[src/common/sot_pkg.sv]
// constants, register map and carrier types of the secondary osc timer
// assumes a 50 MHz system clock and an APB master with 32-bit data
package sot_pkg;

   localparam int SYNC_STAGES = 3;
   localparam int PRESC_W = 3;

   // register byte offsets
   localparam logic [7:0] OFF_CTRL = 8'h00;
   localparam logic [7:0] OFF_CNT_LO = 8'h04;
   localparam logic [7:0] OFF_CNT_HI = 8'h08;
   localparam logic [7:0] OFF_FLAG = 8'h0c;
   localparam logic [7:0] OFF_IEN = 8'h10;
   localparam logic [7:0] OFF_OSCCTL = 8'h14;
   localparam logic [7:0] OFF_CMPMODE = 8'h18;
   localparam logic [7:0] OFF_CMPVAL = 8'h1c;

   // counter_control_register fields
   localparam int CB_ON = 0;
   localparam int CB_SRC = 1;
   localparam int CB_NOSYNC = 2;
   localparam int CB_OSCEN = 3;
   localparam int CB_PS = 4;
   localparam int CB_ACT = 6;
   localparam int CB_WIDE = 7;
   // osc_control_register fields, then the flag register field
   localparam int OB_SCS = 0;
   localparam int OB_IDLE = 7;
   localparam int FB_OVF = 0;

   localparam logic [1:0] SCS_SECONDARY = 2'h1;
   localparam logic [3:0] CMP_SPECIAL = 4'hb;
   localparam logic [15:0] COUNT_MAX = 16'hffff;
   localparam logic [15:0] COUNT_ZERO = 16'h0000;

   typedef enum logic [3:0] {
      MODE_PRI = 4'b0001,
      MODE_SEC_RUN = 4'b0010,
      MODE_SEC_IDLE = 4'b0100,
      MODE_SLEEP = 4'b1000
   } sot_mode_e;

   typedef struct packed {
      logic psel;
      logic penable;
      logic pwrite;
      logic [7:0] paddr;
      logic [31:0] pwdata;
   } sot_apb_req_s;

   typedef struct packed {
      logic pready;
      logic pslverr;
      logic [31:0] prdata;
   } sot_apb_rsp_s;

endpackage

[src/rtl/sot_pin_sync.sv]
// three-stage synchroniser with agreement filter and rise strobe
// assumes the input is asynchronous to clk_sys
module sot_pin_sync
   import sot_pkg::*;
#(
   parameter int STAGES = SYNC_STAGES
)
(
   // system
   input wire logic clk_sys,
   input wire logic reset_n,
   // pin side
   input wire logic pinAsync,
   // synchronised side
   output logic pinLevel,
   output logic pinRise
);

   if (STAGES < 3)
   begin : g_chk
      $error("sot_pin_sync needs at least three stages");
   end

   typedef struct packed {
      logic [STAGES-1:0] shift;
      logic level;
   } sot_sync_s;

   sot_sync_s st;
   sot_sync_s next_st;
   logic agree;

   // the first stage feeds only the second one
   assign agree = st.shift[1] == st.shift[2];

   always_comb
   begin
      next_st = st;
      next_st.shift = {st.shift[STAGES-2:0], pinAsync};
      if (agree)
      begin
         next_st.level = st.shift[2];
      end
   end

   always_ff @(posedge clk_sys or negedge reset_n)
   begin
      if (!reset_n)
      begin
         st <= '0;
      end
      else
      begin
         st <= next_st;
      end
   end

   assign pinLevel = st.level;
   assign pinRise = agree && st.shift[2] && !st.level;

endmodule

[src/rtl/sot_prescaler.sv]
// input prescaler: divides count ticks by 1, 2, 4 or 8
// assumes tickIn is a one-cycle strobe on clk_sys
module sot_prescaler
   import sot_pkg::*;
#(
   parameter int WIDTH = PRESC_W
)
(
   // system
   input wire logic clk_sys,
   input wire logic reset_n,
   // control
   input wire logic clear,
   input wire logic [1:0] divSel,
   // ticks
   input wire logic tickIn,
   output logic tickOut
);

   if (WIDTH < 3)
   begin : g_chk
      $error("sot_prescaler needs three bits for divide by eight");
   end

   typedef struct packed {
      logic [WIDTH-1:0] cnt;
   } sot_presc_s;

   sot_presc_s st;
   sot_presc_s next_st;
   logic [WIDTH-1:0] lastVal;

   assign lastVal = WIDTH'((1 << divSel) - 1);
   assign tickOut = tickIn && (st.cnt >= lastVal);

   always_comb
   begin
      next_st = st;
      if (clear)
      begin
         next_st.cnt = '0;
      end
      else if (tickOut)
      begin
         next_st.cnt = '0;
      end
      else if (tickIn)
      begin
         next_st.cnt = st.cnt + WIDTH'(1);
      end
   end

   always_ff @(posedge clk_sys or negedge reset_n)
   begin
      if (!reset_n)
      begin
         st <= '0;
      end
      else
      begin
         st <= next_st;
      end
   end

endmodule

[src/rtl/sot_timer.sv]
// secondary oscillator timer: 16-bit counter, overflow flag,
// compare special event clear, clock mode control, APB registers
// assumes clk_sys is the instruction clock and pins are asynchronous
//
// Behaviour
// RULE1: oscillator runs only while osc_enable_bit is set
// RULE2: oscillator stays on through every power-managed mode
// RULE3: system_clock_select 01 enters secondary run mode
// RULE4: sleep in secondary run with idle bit clear enters secondary idle
// RULE5: active flag reads 1 only while secondary clock drives the system
// RULE6: low_power_osc_config set gives low power, default higher power
// RULE7: count runs 0000h to FFFFh and wraps to 0000h
// RULE8: each wrap sets overflow_flag until software clears it
// RULE9: interrupt request only while overflow_int_enable is set
// RULE10: compare mode 1011 match clears the count
// RULE11: the same trigger starts a conversion if converter enabled
// RULE12: trigger clear not relied on in asynchronous counter mode
// RULE13: compare value acts as period, count restarts at zero
// RULE14: count write in trigger cycle wins over the clear
// RULE15: trigger clear never sets overflow_flag
// RULE16: software waits for oscillator start-up before use
// RULE17: source bit picks instruction clock or pin rising edges
// RULE18: counting only while counter_on_bit set, count kept otherwise
// RULE19: wide access buffers high byte on low read and low write
// RULE20: only low byte writes clear the prescaler
// RULE21: overflow_flag set in the same cycle the count wraps
module sot_timer
   import sot_pkg::*;
(
   // system
   input wire logic clk_sys,
   input wire logic reset_n,
   // register bus
   input wire sot_apb_req_s apbReq,
   output sot_apb_rsp_s apbRsp,
   // crystal and external clock pins
   input wire logic oscInPin,
   input wire logic extClkPin,
   output logic oscRun,
   output logic oscLowPower,
   // configuration and power management
   input wire logic lowPowerOscConfig,
   input wire logic sleepExec,
   input wire logic wakeEvent,
   input wire logic clockFail,
   output logic sysClkSecondary,
   output logic cpuHalted,
   output logic periphHalted,
   // converter and interrupt
   input wire logic adcEnabled,
   output logic adcStart,
   output logic overflowIrq
);

   typedef struct packed {
      logic [7:0] ctrl;
      logic [15:0] count;
      logic [7:0] hiBuf;
      logic ovf;
      logic ien;
      logic [1:0] scs;
      logic idleOnSleep;
      logic [3:0] cmpMode;
      logic [15:0] cmpVal;
      sot_mode_e mode;
      logic adcStart;
      logic [31:0] prdata;
   } sot_state_s;

   sot_state_s st;
   sot_state_s next_st;

   logic pinSel;
   logic pinRise;
   logic rawTick;
   logic inc;
   logic asyncMode;
   logic match;
   logic wrAcc;
   logic rdSetup;
   logic wrLo;
   logic wrHi;
   logic cntWrite;
   logic mapped;
   logic secActive;

   ////////////////////////////////////////////////////////////////////
   // helpers

   function automatic logic isMapped(input logic [7:0] a);
      return a == OFF_CTRL || a == OFF_CNT_LO || a == OFF_CNT_HI ||
             a == OFF_FLAG || a == OFF_IEN || a == OFF_OSCCTL ||
             a == OFF_CMPMODE || a == OFF_CMPVAL;
   endfunction

   function automatic logic isSecondary(input sot_mode_e m);
      return m == MODE_SEC_RUN || m == MODE_SEC_IDLE;
   endfunction

   ////////////////////////////////////////////////////////////////////
   // count source

   // the crystal input is used when its oscillator runs [RULE17]
   assign pinSel = st.ctrl[CB_OSCEN] ? oscInPin : extClkPin;

   sot_pin_sync #(
      .STAGES(SYNC_STAGES)
   ) u_sync (
      .clk_sys(clk_sys),
      .reset_n(reset_n),
      .pinAsync(pinSel),
      .pinLevel(),
      .pinRise(pinRise)
   );

   // instruction clock or pin edge, only while on [RULE17] [RULE18]
   assign rawTick = st.ctrl[CB_ON] && (st.ctrl[CB_SRC] ? pinRise : 1'b1);

   sot_prescaler #(
      .WIDTH(PRESC_W)
   ) u_presc (
      .clk_sys(clk_sys),
      .reset_n(reset_n),
      .clear(wrLo), // [RULE20]
      .divSel(st.ctrl[CB_PS +: 2]),
      .tickIn(rawTick),
      .tickOut(inc)
   );

   ////////////////////////////////////////////////////////////////////
   // bus decode

   assign wrAcc = apbReq.psel && apbReq.penable && apbReq.pwrite;
   assign rdSetup = apbReq.psel && !apbReq.penable && !apbReq.pwrite;
   assign wrLo = wrAcc && apbReq.paddr == OFF_CNT_LO;
   assign wrHi = wrAcc && apbReq.paddr == OFF_CNT_HI;
   assign cntWrite = wrLo || wrHi;
   assign mapped = isMapped(apbReq.paddr);

   // the trigger is held off in asynchronous counter mode, where the
   // clear could land between pin edges unreliably [RULE12]
   assign asyncMode = st.ctrl[CB_SRC] && st.ctrl[CB_NOSYNC];
   assign match = inc && !asyncMode && st.cmpMode == CMP_SPECIAL &&
                  st.count == st.cmpVal; // [RULE10] [RULE13]

   assign secActive = isSecondary(st.mode);

   ////////////////////////////////////////////////////////////////////
   // next state

   always_comb
   begin
      next_st = st;
      next_st.adcStart = match && adcEnabled; // [RULE11]

      // flag write before the set, so a wrap in the same cycle wins
      if (wrAcc && apbReq.paddr == OFF_FLAG)
      begin
         next_st.ovf = st.ovf && apbReq.pwdata[FB_OVF];
      end

      if (match)
      begin
         next_st.count = COUNT_ZERO; // [RULE10] [RULE15]
      end
      else if (inc)
      begin
         next_st.count = st.count + 16'h0001; // [RULE7]
         if (st.count == COUNT_MAX)
         begin
            next_st.ovf = 1'b1; // [RULE8] [RULE21]
         end
      end

      // count writes come last so they beat the trigger [RULE14]
      if (wrLo)
      begin
         if (st.ctrl[CB_WIDE])
         begin
            next_st.count = {st.hiBuf, apbReq.pwdata[7:0]}; // [RULE19]
         end
         else
         begin
            next_st.count[7:0] = apbReq.pwdata[7:0];
         end
      end
      if (wrHi)
      begin
         if (st.ctrl[CB_WIDE])
         begin
            next_st.hiBuf = apbReq.pwdata[7:0]; // [RULE19]
         end
         else
         begin
            next_st.count[15:8] = apbReq.pwdata[7:0];
         end
      end

      if (wrAcc)
      begin
         case (apbReq.paddr)
            OFF_CTRL:
            begin
               // the active flag bit is read-only [RULE5]
               next_st.ctrl = apbReq.pwdata[7:0];
               next_st.ctrl[CB_ACT] = 1'b0;
            end
            OFF_IEN: next_st.ien = apbReq.pwdata[0];
            OFF_OSCCTL:
            begin
               next_st.scs = apbReq.pwdata[OB_SCS +: 2];
               next_st.idleOnSleep = apbReq.pwdata[OB_IDLE];
            end
            OFF_CMPMODE: next_st.cmpMode = apbReq.pwdata[3:0];
            OFF_CMPVAL: next_st.cmpVal = apbReq.pwdata[15:0];
            default: next_st.prdata = st.prdata;
         endcase
      end

      // read data is captured in the setup cycle
      if (rdSetup)
      begin
         next_st.prdata = '0;
         case (apbReq.paddr)
            OFF_CTRL:
            begin
               next_st.prdata[7:0] = st.ctrl;
               next_st.prdata[CB_ACT] = secActive; // [RULE5]
            end
            OFF_CNT_LO:
            begin
               next_st.prdata[7:0] = st.count[7:0];
               if (st.ctrl[CB_WIDE])
               begin
                  next_st.hiBuf = st.count[15:8]; // [RULE19]
               end
            end
            OFF_CNT_HI:
            begin
               next_st.prdata[7:0] = st.ctrl[CB_WIDE] ?
                                     st.hiBuf : st.count[15:8];
            end
            OFF_FLAG: next_st.prdata[FB_OVF] = st.ovf;
            OFF_IEN: next_st.prdata[0] = st.ien;
            OFF_OSCCTL:
            begin
               next_st.prdata[OB_SCS +: 2] = st.scs;
               next_st.prdata[OB_IDLE] = st.idleOnSleep;
            end
            OFF_CMPMODE: next_st.prdata[3:0] = st.cmpMode;
            OFF_CMPVAL: next_st.prdata[15:0] = st.cmpVal;
            default: next_st.prdata = '0;
         endcase
      end

      // power-managed clock modes; a failed secondary clock hands
      // the system back to the primary source at once
      case (st.mode)
         MODE_PRI:
         begin
            if (sleepExec)
            begin
               next_st.mode = MODE_SLEEP;
            end
            else if (st.scs == SCS_SECONDARY && !clockFail)
            begin
               next_st.mode = MODE_SEC_RUN; // [RULE3]
            end
         end
         MODE_SEC_RUN:
         begin
            if (clockFail || st.scs != SCS_SECONDARY)
            begin
               next_st.mode = MODE_PRI; // [RULE5]
            end
            else if (sleepExec)
            begin
               next_st.mode = st.idleOnSleep ?
                              MODE_SLEEP : MODE_SEC_IDLE; // [RULE4]
            end
         end
         MODE_SEC_IDLE:
         begin
            if (clockFail)
            begin
               next_st.mode = MODE_PRI;
            end
            else if (wakeEvent)
            begin
               next_st.mode = MODE_SEC_RUN;
            end
         end
         MODE_SLEEP:
         begin
            if (wakeEvent)
            begin
               next_st.mode = MODE_PRI;
            end
         end
         default: next_st.mode = MODE_PRI;
      endcase
   end

   always_ff @(posedge clk_sys or negedge reset_n)
   begin
      if (!reset_n)
      begin
         st <= '{mode: MODE_PRI, default: '0};
      end
      else
      begin
         st <= next_st;
      end
   end

   ////////////////////////////////////////////////////////////////////
   // outputs

   // oscillator enable ignores the power mode on purpose [RULE1] [RULE2]
   assign oscRun = st.ctrl[CB_OSCEN];
   assign oscLowPower = lowPowerOscConfig; // [RULE6]
   assign sysClkSecondary = secActive; // [RULE3]
   assign cpuHalted = st.mode == MODE_SEC_IDLE || st.mode == MODE_SLEEP;
   assign periphHalted = st.mode == MODE_SLEEP;
   assign adcStart = st.adcStart;
   assign overflowIrq = st.ovf && st.ien; // [RULE9]
   assign apbRsp.pready = apbReq.psel && apbReq.penable;
   assign apbRsp.pslverr = apbRsp.pready && !mapped;
   assign apbRsp.prdata = st.prdata;
endmodule

[config.mk]
export PLATFORM = sky130hd
export DESIGN_NAME = sot_timer
export DESIGN_NICKNAME = d
export VERILOG_FILES = /design/src/common/sot_pkg.sv /design/src/rtl/sot_pin_sync.sv /design/src/rtl/sot_prescaler.sv /design/src/rtl/sot_timer.sv
export SDC_FILE = /design/constraint.sdc
export NUM_CORES = 1
export LEC_CHECK = 0
export BUFFER_PORTS_ARGS = -buffer_cell sky130_fd_sc_hd__buf_2
export CORE_MARGIN = 5
export CORE_UTILIZATION = 40
export DETAILED_ROUTE_END_ITERATION = 10
export MAX_ROUTING_LAYER = met4
export PLACE_DENSITY = 0.72
export SLEW_MARGIN = 25
export SYNTH_ARGS = -nofsm -noshare
export SYNTH_HDL_FRONTEND = slang
export SYNTH_HIERARCHICAL = 1
export SYNTH_SLANG_ARGS = --single-unit
[constraint.sdc]
create_clock -name clk_sys -period 2.49 [get_ports clk_sys]
set_input_delay 0.1245 -clock clk_sys [delete_from_list [all_inputs] [get_ports clk_sys]]
set_output_delay 0.1245 -clock clk_sys [all_outputs]
set_load 0.05 [all_outputs]
==> results of run 1 <==
==> cells by family after synthesis <==
family / count (synthesis) / synth area share
other: 1 / 0.000738
multiplexers: 51 / 0.112
buffers and inverters: 71 / 0.0808
adder cells (fa/ha/maj): 6 / 0.0148
AO/OA/AOI/OAI: 104 / 0.145
AND/OR/NAND/NOR: 165 / 0.181
XOR/XNOR: 30 / 0.0517
flip-flops: 84 / 0.414
==> path summary, 6_finish.rpt <==
kind / from / to / slack [ns] / depth (start not counted)
worst min register to register: u_sync/next_st[2]$_DFF_PN0_ / u_sync/next_st[3]$_DFF_PN0_ / 0.35 / 0
worst min-delay path: apbReq[8] / st[45]$_DFFE_PN0P_ / 0.02 / 2
min in group asynchronous: reset_n / u_sync/next_st[2]$_DFF_PN0_ / 0.35 / 2
worst max-delay path: st[90]$_DFFE_PN0P_ / st[79]$_DFF_PN0_ / -0.11 / 12
worst max register to register: st[90]$_DFFE_PN0P_ / st[79]$_DFF_PN0_ / -0.11 / 12
max in group asynchronous: reset_n / apbRsp[9]$_DFFE_PN0P_ / 1.52 / 3
==> placed cells by master (no fill, tap or decap), types with 10 or more instances in the layout <==
| cell | instances |
|---|---|
| a21oi_1 | 23 |
| a22o_1 | 11 |
| buf_2 | 57 |
| buf_4 | 40 |
| conb_1 | 16 |
| dfrtp_1 | 83 |
| mux2_2 | 32 |
| mux2i_1 | 15 |
| nand2_1 | 39 |
| nand4_1 | 15 |
| nor2_1 | 35 |
| o21ai_0 | 12 |
| o31ai_1 | 10 |
| xnor2_1 | 21 |
==> synth_stat cells (5+ instances only) <==
| cell | instances | share of area |
|---|---|---|
| mux2i_1 | 15 | 0.030 |
| a22o_1 | 11 | 0.019 |
| buf_2 | 13 | 0.013 |
| nor3_1 | 7 | 0.0069 |
| mux2_2 | 32 | 0.071 |
| ha_1 | 6 | 0.015 |
| nand4_1 | 15 | 0.018 |
| xnor2_1 | 22 | 0.038 |
| and2_1 | 9 | 0.011 |
| xor2_1 | 8 | 0.014 |
| a21oi_1 | 24 | 0.024 |
| nand2_1 | 41 | 0.030 |
| nor2_1 | 35 | 0.026 |
| o21ai_0 | 12 | 0.012 |
| dfrtp_1 | 83 | 0.41 |
| nor4_1 | 5 | 0.0062 |
| and3_1 | 5 | 0.0062 |
| buf_4 | 34 | 0.050 |
| clkbuf_1 | 10 | 0.0074 |
| nand3_1 | 10 | 0.0099 |
| inv_1 | 9 | 0.0066 |
| o31ai_1 | 10 | 0.015 |
| a22oi_1 | 7 | 0.010 |
| o32ai_1 | 6 | 0.010 |
==> metrics by stage <==
stage	worst slack [ns]	total power, mW	TNS, ns	instance area, um2
3_3_place_gp	-0.134	2.36	-1.71	5540
2_1_floorplan	0.00908	2.13	0	5140
4_1_cts	-0.0462	3.77	-0.240	5970
6_report	-0.107	3.83	-1.05	6050
3_5_place_dp	-0.168	2.38	-2.22	5540
5_1_grt	-0.228	3.98	-3.12	6050
==> metal layers <==
metal  routed length [um]  part of all wire  GRT usage  up-vias
li1                     -                 -          -     1946
met1                 6390              0.44      0.279     2099
met2                 6790              0.47      0.304      161
met3                  964             0.067     0.0258       25
met4                  325             0.022     0.0672        0
met5                    0                 0          -        -
==> area by class of cell <==
type / count / area (um2)
clock inverter: 5 / 60.1
tap: 172 / 215
multi-input combinational: 372 / 2740
clock buffer: 11 / 233
timing repair buffer: 103 / 659
fill: 1226 / 6460
inverter: 11 / 41.3
sequential: 84 / 2100
==> power groups by stage <==
stage                     combinational [mW]  clock [mW]  sequential [mW]
after global routing                   0.944        1.42             1.62
after floorplan                        0.595           0             1.54
after CTS                              0.817        1.36             1.59
after global placement                 0.747           0             1.62
final                                  0.876        1.34             1.61
after detailed placement               0.759           0             1.62
==> flip-flops by register name, summed over array words and instances (netlist names) <==
name and count:
adcStart 1, apbRsp 16, oscRun 1, st 59, u_presc/st 3, u_sync/next_st 2
u_sync/pinLevel 1, u_sync/st 1
==> repair_timing <==
action                                  4_1_cts  5_1_grt
endpoints found under the setup margin       18       21
endpoints found under the hold margin        45        0
resized for setup                            10       14
setup buffers                                10        2
hold buffers                                  2        0
pin swaps                                     7        8
==> flow_metrics.tcl, run 1 <==
set metrics [dict create \
    outcome "finished, violations left" \
    violations "negative setup slack" \
    pwr-share-seq 0.420 \
    syn_to_final_growth_pct 19.1 \
    insertion_delay_ns 0.34 \
    async_flop_share 1.00 \
    path_delay_family "simple AND/OR/NAND/NOR gates" \
    synth_area_um2 5080 \
    yosysSeqAreaShare 0.414 \
    timing.critical_path.slowest_cell_delay_ns 0.39 \
    grt_remaining_overflow 0 \
    drive_above_1_share 0.319 \
    drc 0 \
    setup_ws_ns -0.107 \
    numCtsBuffers 9 \
    die_area_um2 15100 \
    portBuffers 58 \
    path_class "flop to flop" \
    power.density_nw_per_um2 632 \
    rsz0062_at_grt "true" \
    route.vias.total 4231 \
    combinationalPowerShare 0.229 \
    design.core.area_um2 12500 \
    drt-initial-drc-count 442 \
    wl_mm 14.5 \
    slew_headroom 0.593 \
    ios 93 \
    hpwl_mm 10.7 \
    cap_violations 0 \
    start_kind "flop" \
    leakage_nw 2.67 \
    cp_common_cell "buf_4" \
    yosys_warnings 6 \
    htreeDepth 3 \
    drt_first_pass_iters 5 \
    timing.hold.ws_ns 0.0195 \
    antenna_cells 0 \
    vias_per_cell 5.58 \
    layout.cells.non_filler 758 \
    die_y_um 123 \
    initial_core_util 0.406 \
    crit_required_ns 2.68 \
    path_cells "or2_4 > ha_4 > nor2b_4 > o21ai_2 > and2_4 > nand3_2 > nor4bb_2 > buf_4 > nand4_1 > nor4_2 > buf_4 > o32ai_1" \
    final_antenna_net_count 0 \
    grt_pass1_wl_mm 22.6 \
    fmax_mhz 385 \
    worst_pin_slew_ns 0.608 \
    clkTransAtPathRegs_ns 0.07 \
    avgSynthCellArea_um2 9.92 \
    cts-root-buf "clkbuf_16" \
    end_kind "flop" \
    drv_slew 0 \
    core.rowCount 41 \
    synth_ff_type "dfrtp_1" \
    numPlacedInstances 730 \
    fin_util 0.484 \
    setup_viol 17 \
    synthCells 512 \
    cts.sinks 84 \
    cts_tree "yes" \
    fin_crit_sh 1.04 \
    grt_max_degree 47 \
    power_switching_mw 1.22 \
    switching_share 0.320 \
    place.gp.congestion 0.950 \
    ctsLongestPathBuffers 2 \
    hp-class "input port to flop" \
    crit_buf_inv 2 \
    routedWlPerCell_um 19.1 \
    finalCriticalPeriod_ns 2.60 \
    yosysUniqueCellTypes 74 \
    power.internal_mw 2.60 \
    track_usage 0.201 \
    worst-path-max-fanout 12 \
    nets 639 \
    power.share.clock 0.351 \
    hold_viol_final 0 \
    ys_ff_latch 84 \
    die-width_um 123 \
    critPathSlowestCell "dfrtp_1" \
    synth_edf_count 0 \
    grt_pass1_vias 4139 \
    cp_data_arrival_time_ns 2.79 \
    ir_worst_vdd_mv 0.299 \
    antenna_found_initial 0 \
    fin_worst_skew_ns 0.00974 \
]
(Power assumes the default switching activity.)
==> inputs of run 2 (changes only) <==
Settings changed: ABC_AREA from default to 1, CELL_PAD_IN_SITES_DETAIL_PLACEMENT from default to 2, CELL_PAD_IN_SITES_GLOBAL_PLACEMENT from default to 2, CORE_UTILIZATION 40 to 29, PLACE_DENSITY 0.72 to 0.86, SKIP_CTS_REPAIR_TIMING from default to 1.
==> run 2 against run 1 <==
Against the previous run: the flow now finishes without violations; design area grew 1.1%; sequential share of layout area shrank 0.36 points; clock power grew 8%; synthesized area grew 2.9%; core utilization shrank 14 points; register-to-register slack gained 0.17 ns; first-iteration DRC count shrank 33%; setup slack gained 0.17 ns; synthesized cell count grew 40%; via count grew 21%.
==> flow_metrics.tcl, run 2 <==
set metrics [dict create \
    hp-class "input port to flop" \
    yosysUniqueCellTypes 47 \
    yosys-top-cells-area "dfrtp_1 40%, nand2_1 13%, inv_1 7.5%, o21ai_0 5.0%, buf_4 4.9%" \
    ios 93 \
    synth_xor_area_frac 0.0134 \
    fin_crit_sh 0.977 \
    portBuffers 58 \
    cts.sinks 84 \
    synth_ff_type "dfrtp_1" \
    fmax_mhz 411 \
    nets 833 \
    worst-path-max-fanout 5 \
    antenna_found_initial 0 \
    hpwl_mm 15.1 \
    design.core.area_um2 17800 \
    drive_above_1_share 0.168 \
    yosys.area_share.simple 0.288 \
    syn_to_final_growth_pct 17.0 \
    wl_mm 19.9 \
    outcome "completed" \
    track_usage 0.198 \
    synth_top_family_by_area "simple AND/OR/NAND/NOR gates" \
    synth_top_area_cell "dfrtp_1" \
    final_common_cell "nand2_1" \
    cts_tree "yes" \
    finalCriticalPeriod_ns 2.43 \
    synth_top_area_frac 0.397 \
    cts-root-buf "clkbuf_16" \
    grt_pass1_vias 5529 \
    place_area_um2 5710 \
    cap_violations 0 \
    synth_top_cells_by_count "184 x nand2_1, 104 x inv_1, 83 x dfrtp_1" \
    synth_fa_ha_area_frac 0.0144 \
    hold_viol_final 0 \
    die_y_um 144 \
    synthCells 717 \
    end_kind "flop" \
    clkTransAtPathRegs_ns 0.07 \
    place.gp.congestion 0.905 \
    grt_remaining_overflow 0 \
    crit_required_ns 2.78 \
    synth_edf_count 0 \
    final_cell_mix "183 x nand2_1, 104 x inv_1, 83 x dfrtp_1, 57 x buf_2, 53 x nor2_1" \
    ctsLongestPathBuffers 2 \
    fin_worst_skew_ns 0.00587 \
    ys_ff_latch 84 \
    slew_headroom 0.548 \
    leakage_nw 3.01 \
    yosys_warnings 6 \
    antenna_cells 0 \
    grt_pass1_wl_mm 30.7 \
    insertion_delay_ns 0.35 \
    power.density_nw_per_um2 575 \
    grt_max_degree 50 \
    cp_data_arrival_time_ns 2.72 \
    initial_core_util 0.293 \
    setup_tns_ns 0 \
    route.vias.total 5117 \
    vias_per_cell 5.07 \
    core.rowCount 49 \
    start_kind "flop" \
    numCtsBuffers 9 \
    synth_mux_area_frac 0.00431 \
    timing.hold.ws_ns 0.00297 \
    die-width_um 144 \
    routedWlPerCell_um 19.7 \
    yosysMostFrequentCell "nand2_1" \
    final_antenna_net_count 0 \
    htreeDepth 3 \
    worst_pin_slew_ns 0.678 \
    power_mw 3.52 \
    yosysSeqAreaShare 0.402 \
    path_class "flop to flop" \
    drv_slew 0 \
    drt_first_pass_iters 4 \
    avgSynthCellArea_um2 7.29 \
    final_area_um2 6120 \
    drc 0 \
    async_flop_share 1.00 \
    synth_compound_area_frac 0.139 \
    die_area_um2 20800 \
    largest_reg_flops 59 \
    drt-initial-drc-count 297 \
    ir_worst_vdd_mv 0.311 \
    regMostFlops "st" \
    setup_viol 0 \
    synth_area_um2 5230 \
]
## run 2: metrics by stage
step	std cells	setup WS, ns	util
2_1_floorplan	732	0.157	-
3_5_place_dp	988	0.0891	0.320
5_1_grt	1009	-0.0561	0.343
6_report	1009	0.0584	0.343
3_3_place_gp	988	0.137	0.320
4_1_cts	1004	0.0592	0.337
## run 2: logic make-up after synthesis
kind of cell | count (synthesis)
compound gates | 125
xor+xnor | 8
fa+ha+maj | 6
buf+inv | 155
flops | 84
mux | 2
other cells | 1
simple gates | 336
## run 2: cell type report
class / count / area [um2]
sequential: 84 / 2100
fill: 2145 / 11700
inverter: 106 / 398
timing repair buffer: 81 / 493
clock buffer: 13 / 270
tap: 229 / 287
clock inverter: 3 / 43.8
multi-input combinational: 493 / 2520
## run 2: per-layer routing
layer	track usage	routed length, um
met5	-	0
met1	0.253	8890
met2	0.328	9800
met3	0.0192	635
met4	0.0727	551
## run 2: worst paths after layout
check / startpoint / end / slack, ns / cells past startpoint
setup / recovery: st[90]$_DFFE_PN0P_ / st[61]$_DFF_PN0_ / 0.06 / 14
hold / removal: adcEnabled / adcStart$_DFF_PN0_ / 0.003 / 3
setup reg to reg: st[90]$_DFFE_PN0P_ / st[61]$_DFF_PN0_ / 0.06 / 14
hold reg to reg: u_sync/next_st[2]$_DFF_PN0_ / u_sync/next_st[3]$_DFF_PN0_ / 0.36 / 0
max in group asynchronous: reset_n / st[56]$_DFFE_PN0P_ / 1.51 / 3
min in group asynchronous: reset_n / apbRsp[10]$_DFFE_PN0P_ / 0.35 / 2
## run 2: power breakdown
group	internal, mW	total [mW]	switching (mW)	leakage [nW]
Clock	0.861	1.45	0.589	0.156
Combinational	0.152	0.575	0.423	1.75
Sequential	1.43	1.49	0.0631	1.10
Total	2.44	3.52	1.07	3.01
## run 2: worst max-delay path, cell delays in order (launching register included)
cell and delay, ns:
dfrtp_1 0.38, or2_4 0.26, ha_4 0.26, inv_1 0.03, nand2_1 0.06, nand2_2 0.07
a21oi_2 0.12, buf_4 0.15, nand3_2 0.08, nor3_2 0.18, buf_4 0.16, nand3_2 0.08
nor4_2 0.26, nand2_1 0.17, nand2_1 0.10
==> inputs of run 3 (changes only) <==
Settings changed: ABC_AREA 1 to default, CORE_UTILIZATION 29 to 32.
==> run 3 against run 2 <==
Against the previous run: the flow now finishes with violations (negative hold slack, negative setup slack); sequential power is 9% higher; routed wire length hardly changed; maximum frequency down 17%; critical path depth is 2 lower; non-clock buffer count rose by 23; sequential share of layout area is 0.24 points lower; register-to-register slack got worse by 0.50 ns; first-iteration DRC count is 8.1% higher; clock skew up 0.0048 ns; core utilization is 4.9 points higher; design area rose by 0.70%.
==> flow_metrics.tcl, run 3 (synthesis results as in run 1) <==
set metrics [dict create \
    ios 93 \
    reg2reg_depth 12 \
    busiest_layer "met2" \
    violations "negative hold slack, negative setup slack" \
    design.core.area_um2 15700 \
    antenna_found_initial 0 \
    min_to "u_sync/next_st[2]$_DFF_PN0_" \
    grt_pass1_vias 5004 \
    timing.hold.ws_ns -0.00586 \
    outcome "finished, violations left" \
    met2_usage 0.348 \
    grt_pass1_wl_mm 28.6 \
    drive_above_1_share 0.327 \
    route.vias.total 4456 \
    ir_worst_vdd_mv 0.302 \
    cp_data_arrival_time_ns 3.13 \
    nets 640 \
    drc 0 \
    use_met3 0.0329 \
    final_antenna_net_count 0 \
    layout.cells.non_filler 803 \
    crit_start "st[90]$_DFFE_PN0P_" \
    worst-path-max-fanout 6 \
    routedWlPerCell_um 24.8 \
    fmax_mhz 342 \
    place_area_um2 5600 \
    rr_endpoint "st[84]$_DFF_PN0_" \
    cts_tree "yes" \
    holdCritStartpoint "oscInPin" \
    drt_first_pass_iters 4 \
    switching_share 0.352 \
    slew_headroom 0.521 \
    end_kind "flop" \
    die-width_um 136 \
    path_class "flop to flop" \
    initial_core_util 0.323 \
    grt_max_degree 49 \
    rrSetupSlack_ns -0.44 \
    power.share.clock 0.342 \
    fin_worst_skew_ns 0.0107 \
    hpwl_mm 13.5 \
    power.internal_mw 2.46 \
    gr-usage-met1 0.249 \
    largest_reg_flops 59 \
    finalCriticalPeriod_ns 2.93 \
    start_kind "flop" \
    cap_violations 0 \
    worst_pin_slew_ns 0.708 \
    syn_to_final_growth_pct 21.2 \
    ctsLongestPathBuffers 2 \
    vias_per_cell 5.55 \
    drt-initial-drc-count 321 \
    cts-root-buf "clkbuf_16" \
    combinationalPowerShare 0.231 \
    hold_viol_final 1 \
    setup_ws_ns -0.437 \
    insertion_delay_ns 0.36 \
    final_area_um2 6160 \
    hp-class "input port to flop" \
    htreeDepth 3 \
    die_area_um2 18500 \
    place.gp.congestion 0.884 \
    power_switching_mw 1.34 \
    final_cell_mix "83 x dfrtp_1, 57 x buf_2, 39 x nand2_1, 37 x buf_4, 35 x nor2_1" \
    setup_viol 18 \
    portBuffers 58 \
    power_mw 3.79 \
    r2r_start "st[90]$_DFFE_PN0P_" \
    leakage_nw 2.69 \
    pwr-share-seq 0.427 \
    drv_slew 0 \
    track_usage 0.211 \
    setup_tns_ns -5.95 \
    regMostFlops "st" \
    fin_crit_sh 1.18 \
    final_common_cell "dfrtp_1" \
    antenna_cells 0 \
    numCtsBuffers 9 \
    grt_remaining_overflow 0 \
    numPlacedInstances 773 \
    clkTransAtPathRegs_ns 0.07 \
    cts.sinks 84 \
    min_path_cells 2 \
    rsz0062_at_grt "true" \
    fillCellCount 1700 \
    crit_required_ns 2.70 \
    core.rowCount 46 \
    power.density_nw_per_um2 616 \
    die_y_um 136 \
    wl_mm 19.9 \
]
## run 3: changes by cell type in the layout (fill, tap and decap cells not counted), moves of 8 or more
cell,before,now
and2_1,0,8
nor2_1,53,35
a22o_1,0,11
buf_4,21,37
nand2_1,183,39
nand3_1,45,9
xnor2_1,2,21
inv_1,104,9
o21ai_0,52,12
mux2_2,2,32
mux2i_1,0,15
## run 3: worst max-delay path by stage
stage                                    end  slack, ns  cells past startpoint
final                       st[84]$_DFF_PN0_      -0.44                     12
after floorplan           st[71]$_DFFE_PN0P_      0.009                     11
after global routing        st[61]$_DFF_PN0_      -0.54                     12
after CTS                   st[61]$_DFF_PN0_      -0.38                     12
after detailed placement    st[81]$_DFF_PN0_      -0.34                     11
after global placement      st[61]$_DFF_PN0_      -0.15                     12
## run 3: power groups by stage
stage	clock network (mW)	registers [mW]	logic [mW]
floorplan	0	1.54	0.595
global placement	0	1.61	0.709
detailed placement	0	1.63	0.771
CTS	1.32	1.61	0.787
global route	1.38	1.64	0.936
finish	1.30	1.62	0.876
## run 3: through the flow
stage | worst slack, ns | utilization | hold WS (ns)
floorplan | 0.00908 | - | -0.171
global placement | -0.147 | 0.356 | 0.193
detailed placement | -0.339 | 0.356 | 0.207
CTS | -0.378 | 0.374 | -0.178
global route | -0.538 | 0.392 | 0.00146
finish | -0.437 | 0.392 | -0.00586
## run 3: final cells by class
cell class              instances  area, um2  area share
flip-flops and latches         84       2100       0.341
multi-input cells             372       2790       0.452
clock buffers                   9        225      0.0366
well taps                     216        270      0.0439
repair buffers                104        683       0.111
inverters                      11       41.3     0.00670
clock inverters                 7       51.3     0.00833
## run 3: metal layers
metal,share of wire,vias to the layer above,routed length [um]
li1,-,1946,-
met1,0.41,2312,8200
met2,0.51,149,10100
met3,0.043,49,860
met4,0.039,0,772
met5,0,-,0
## run 3: worst max-delay path: stages (launching register included)
cell,delay (ns)
dfrtp_1,0.40
or2_4,0.27
ha_4,0.16
nor2b_2,0.17
o21ai_2,0.17
and2_4,0.20
nand3_4,0.07
nor4bb_4,0.31
buf_4,0.16
nand4_1,0.16
nor4_4,0.41
buf_6,0.21
o32ai_1,0.10
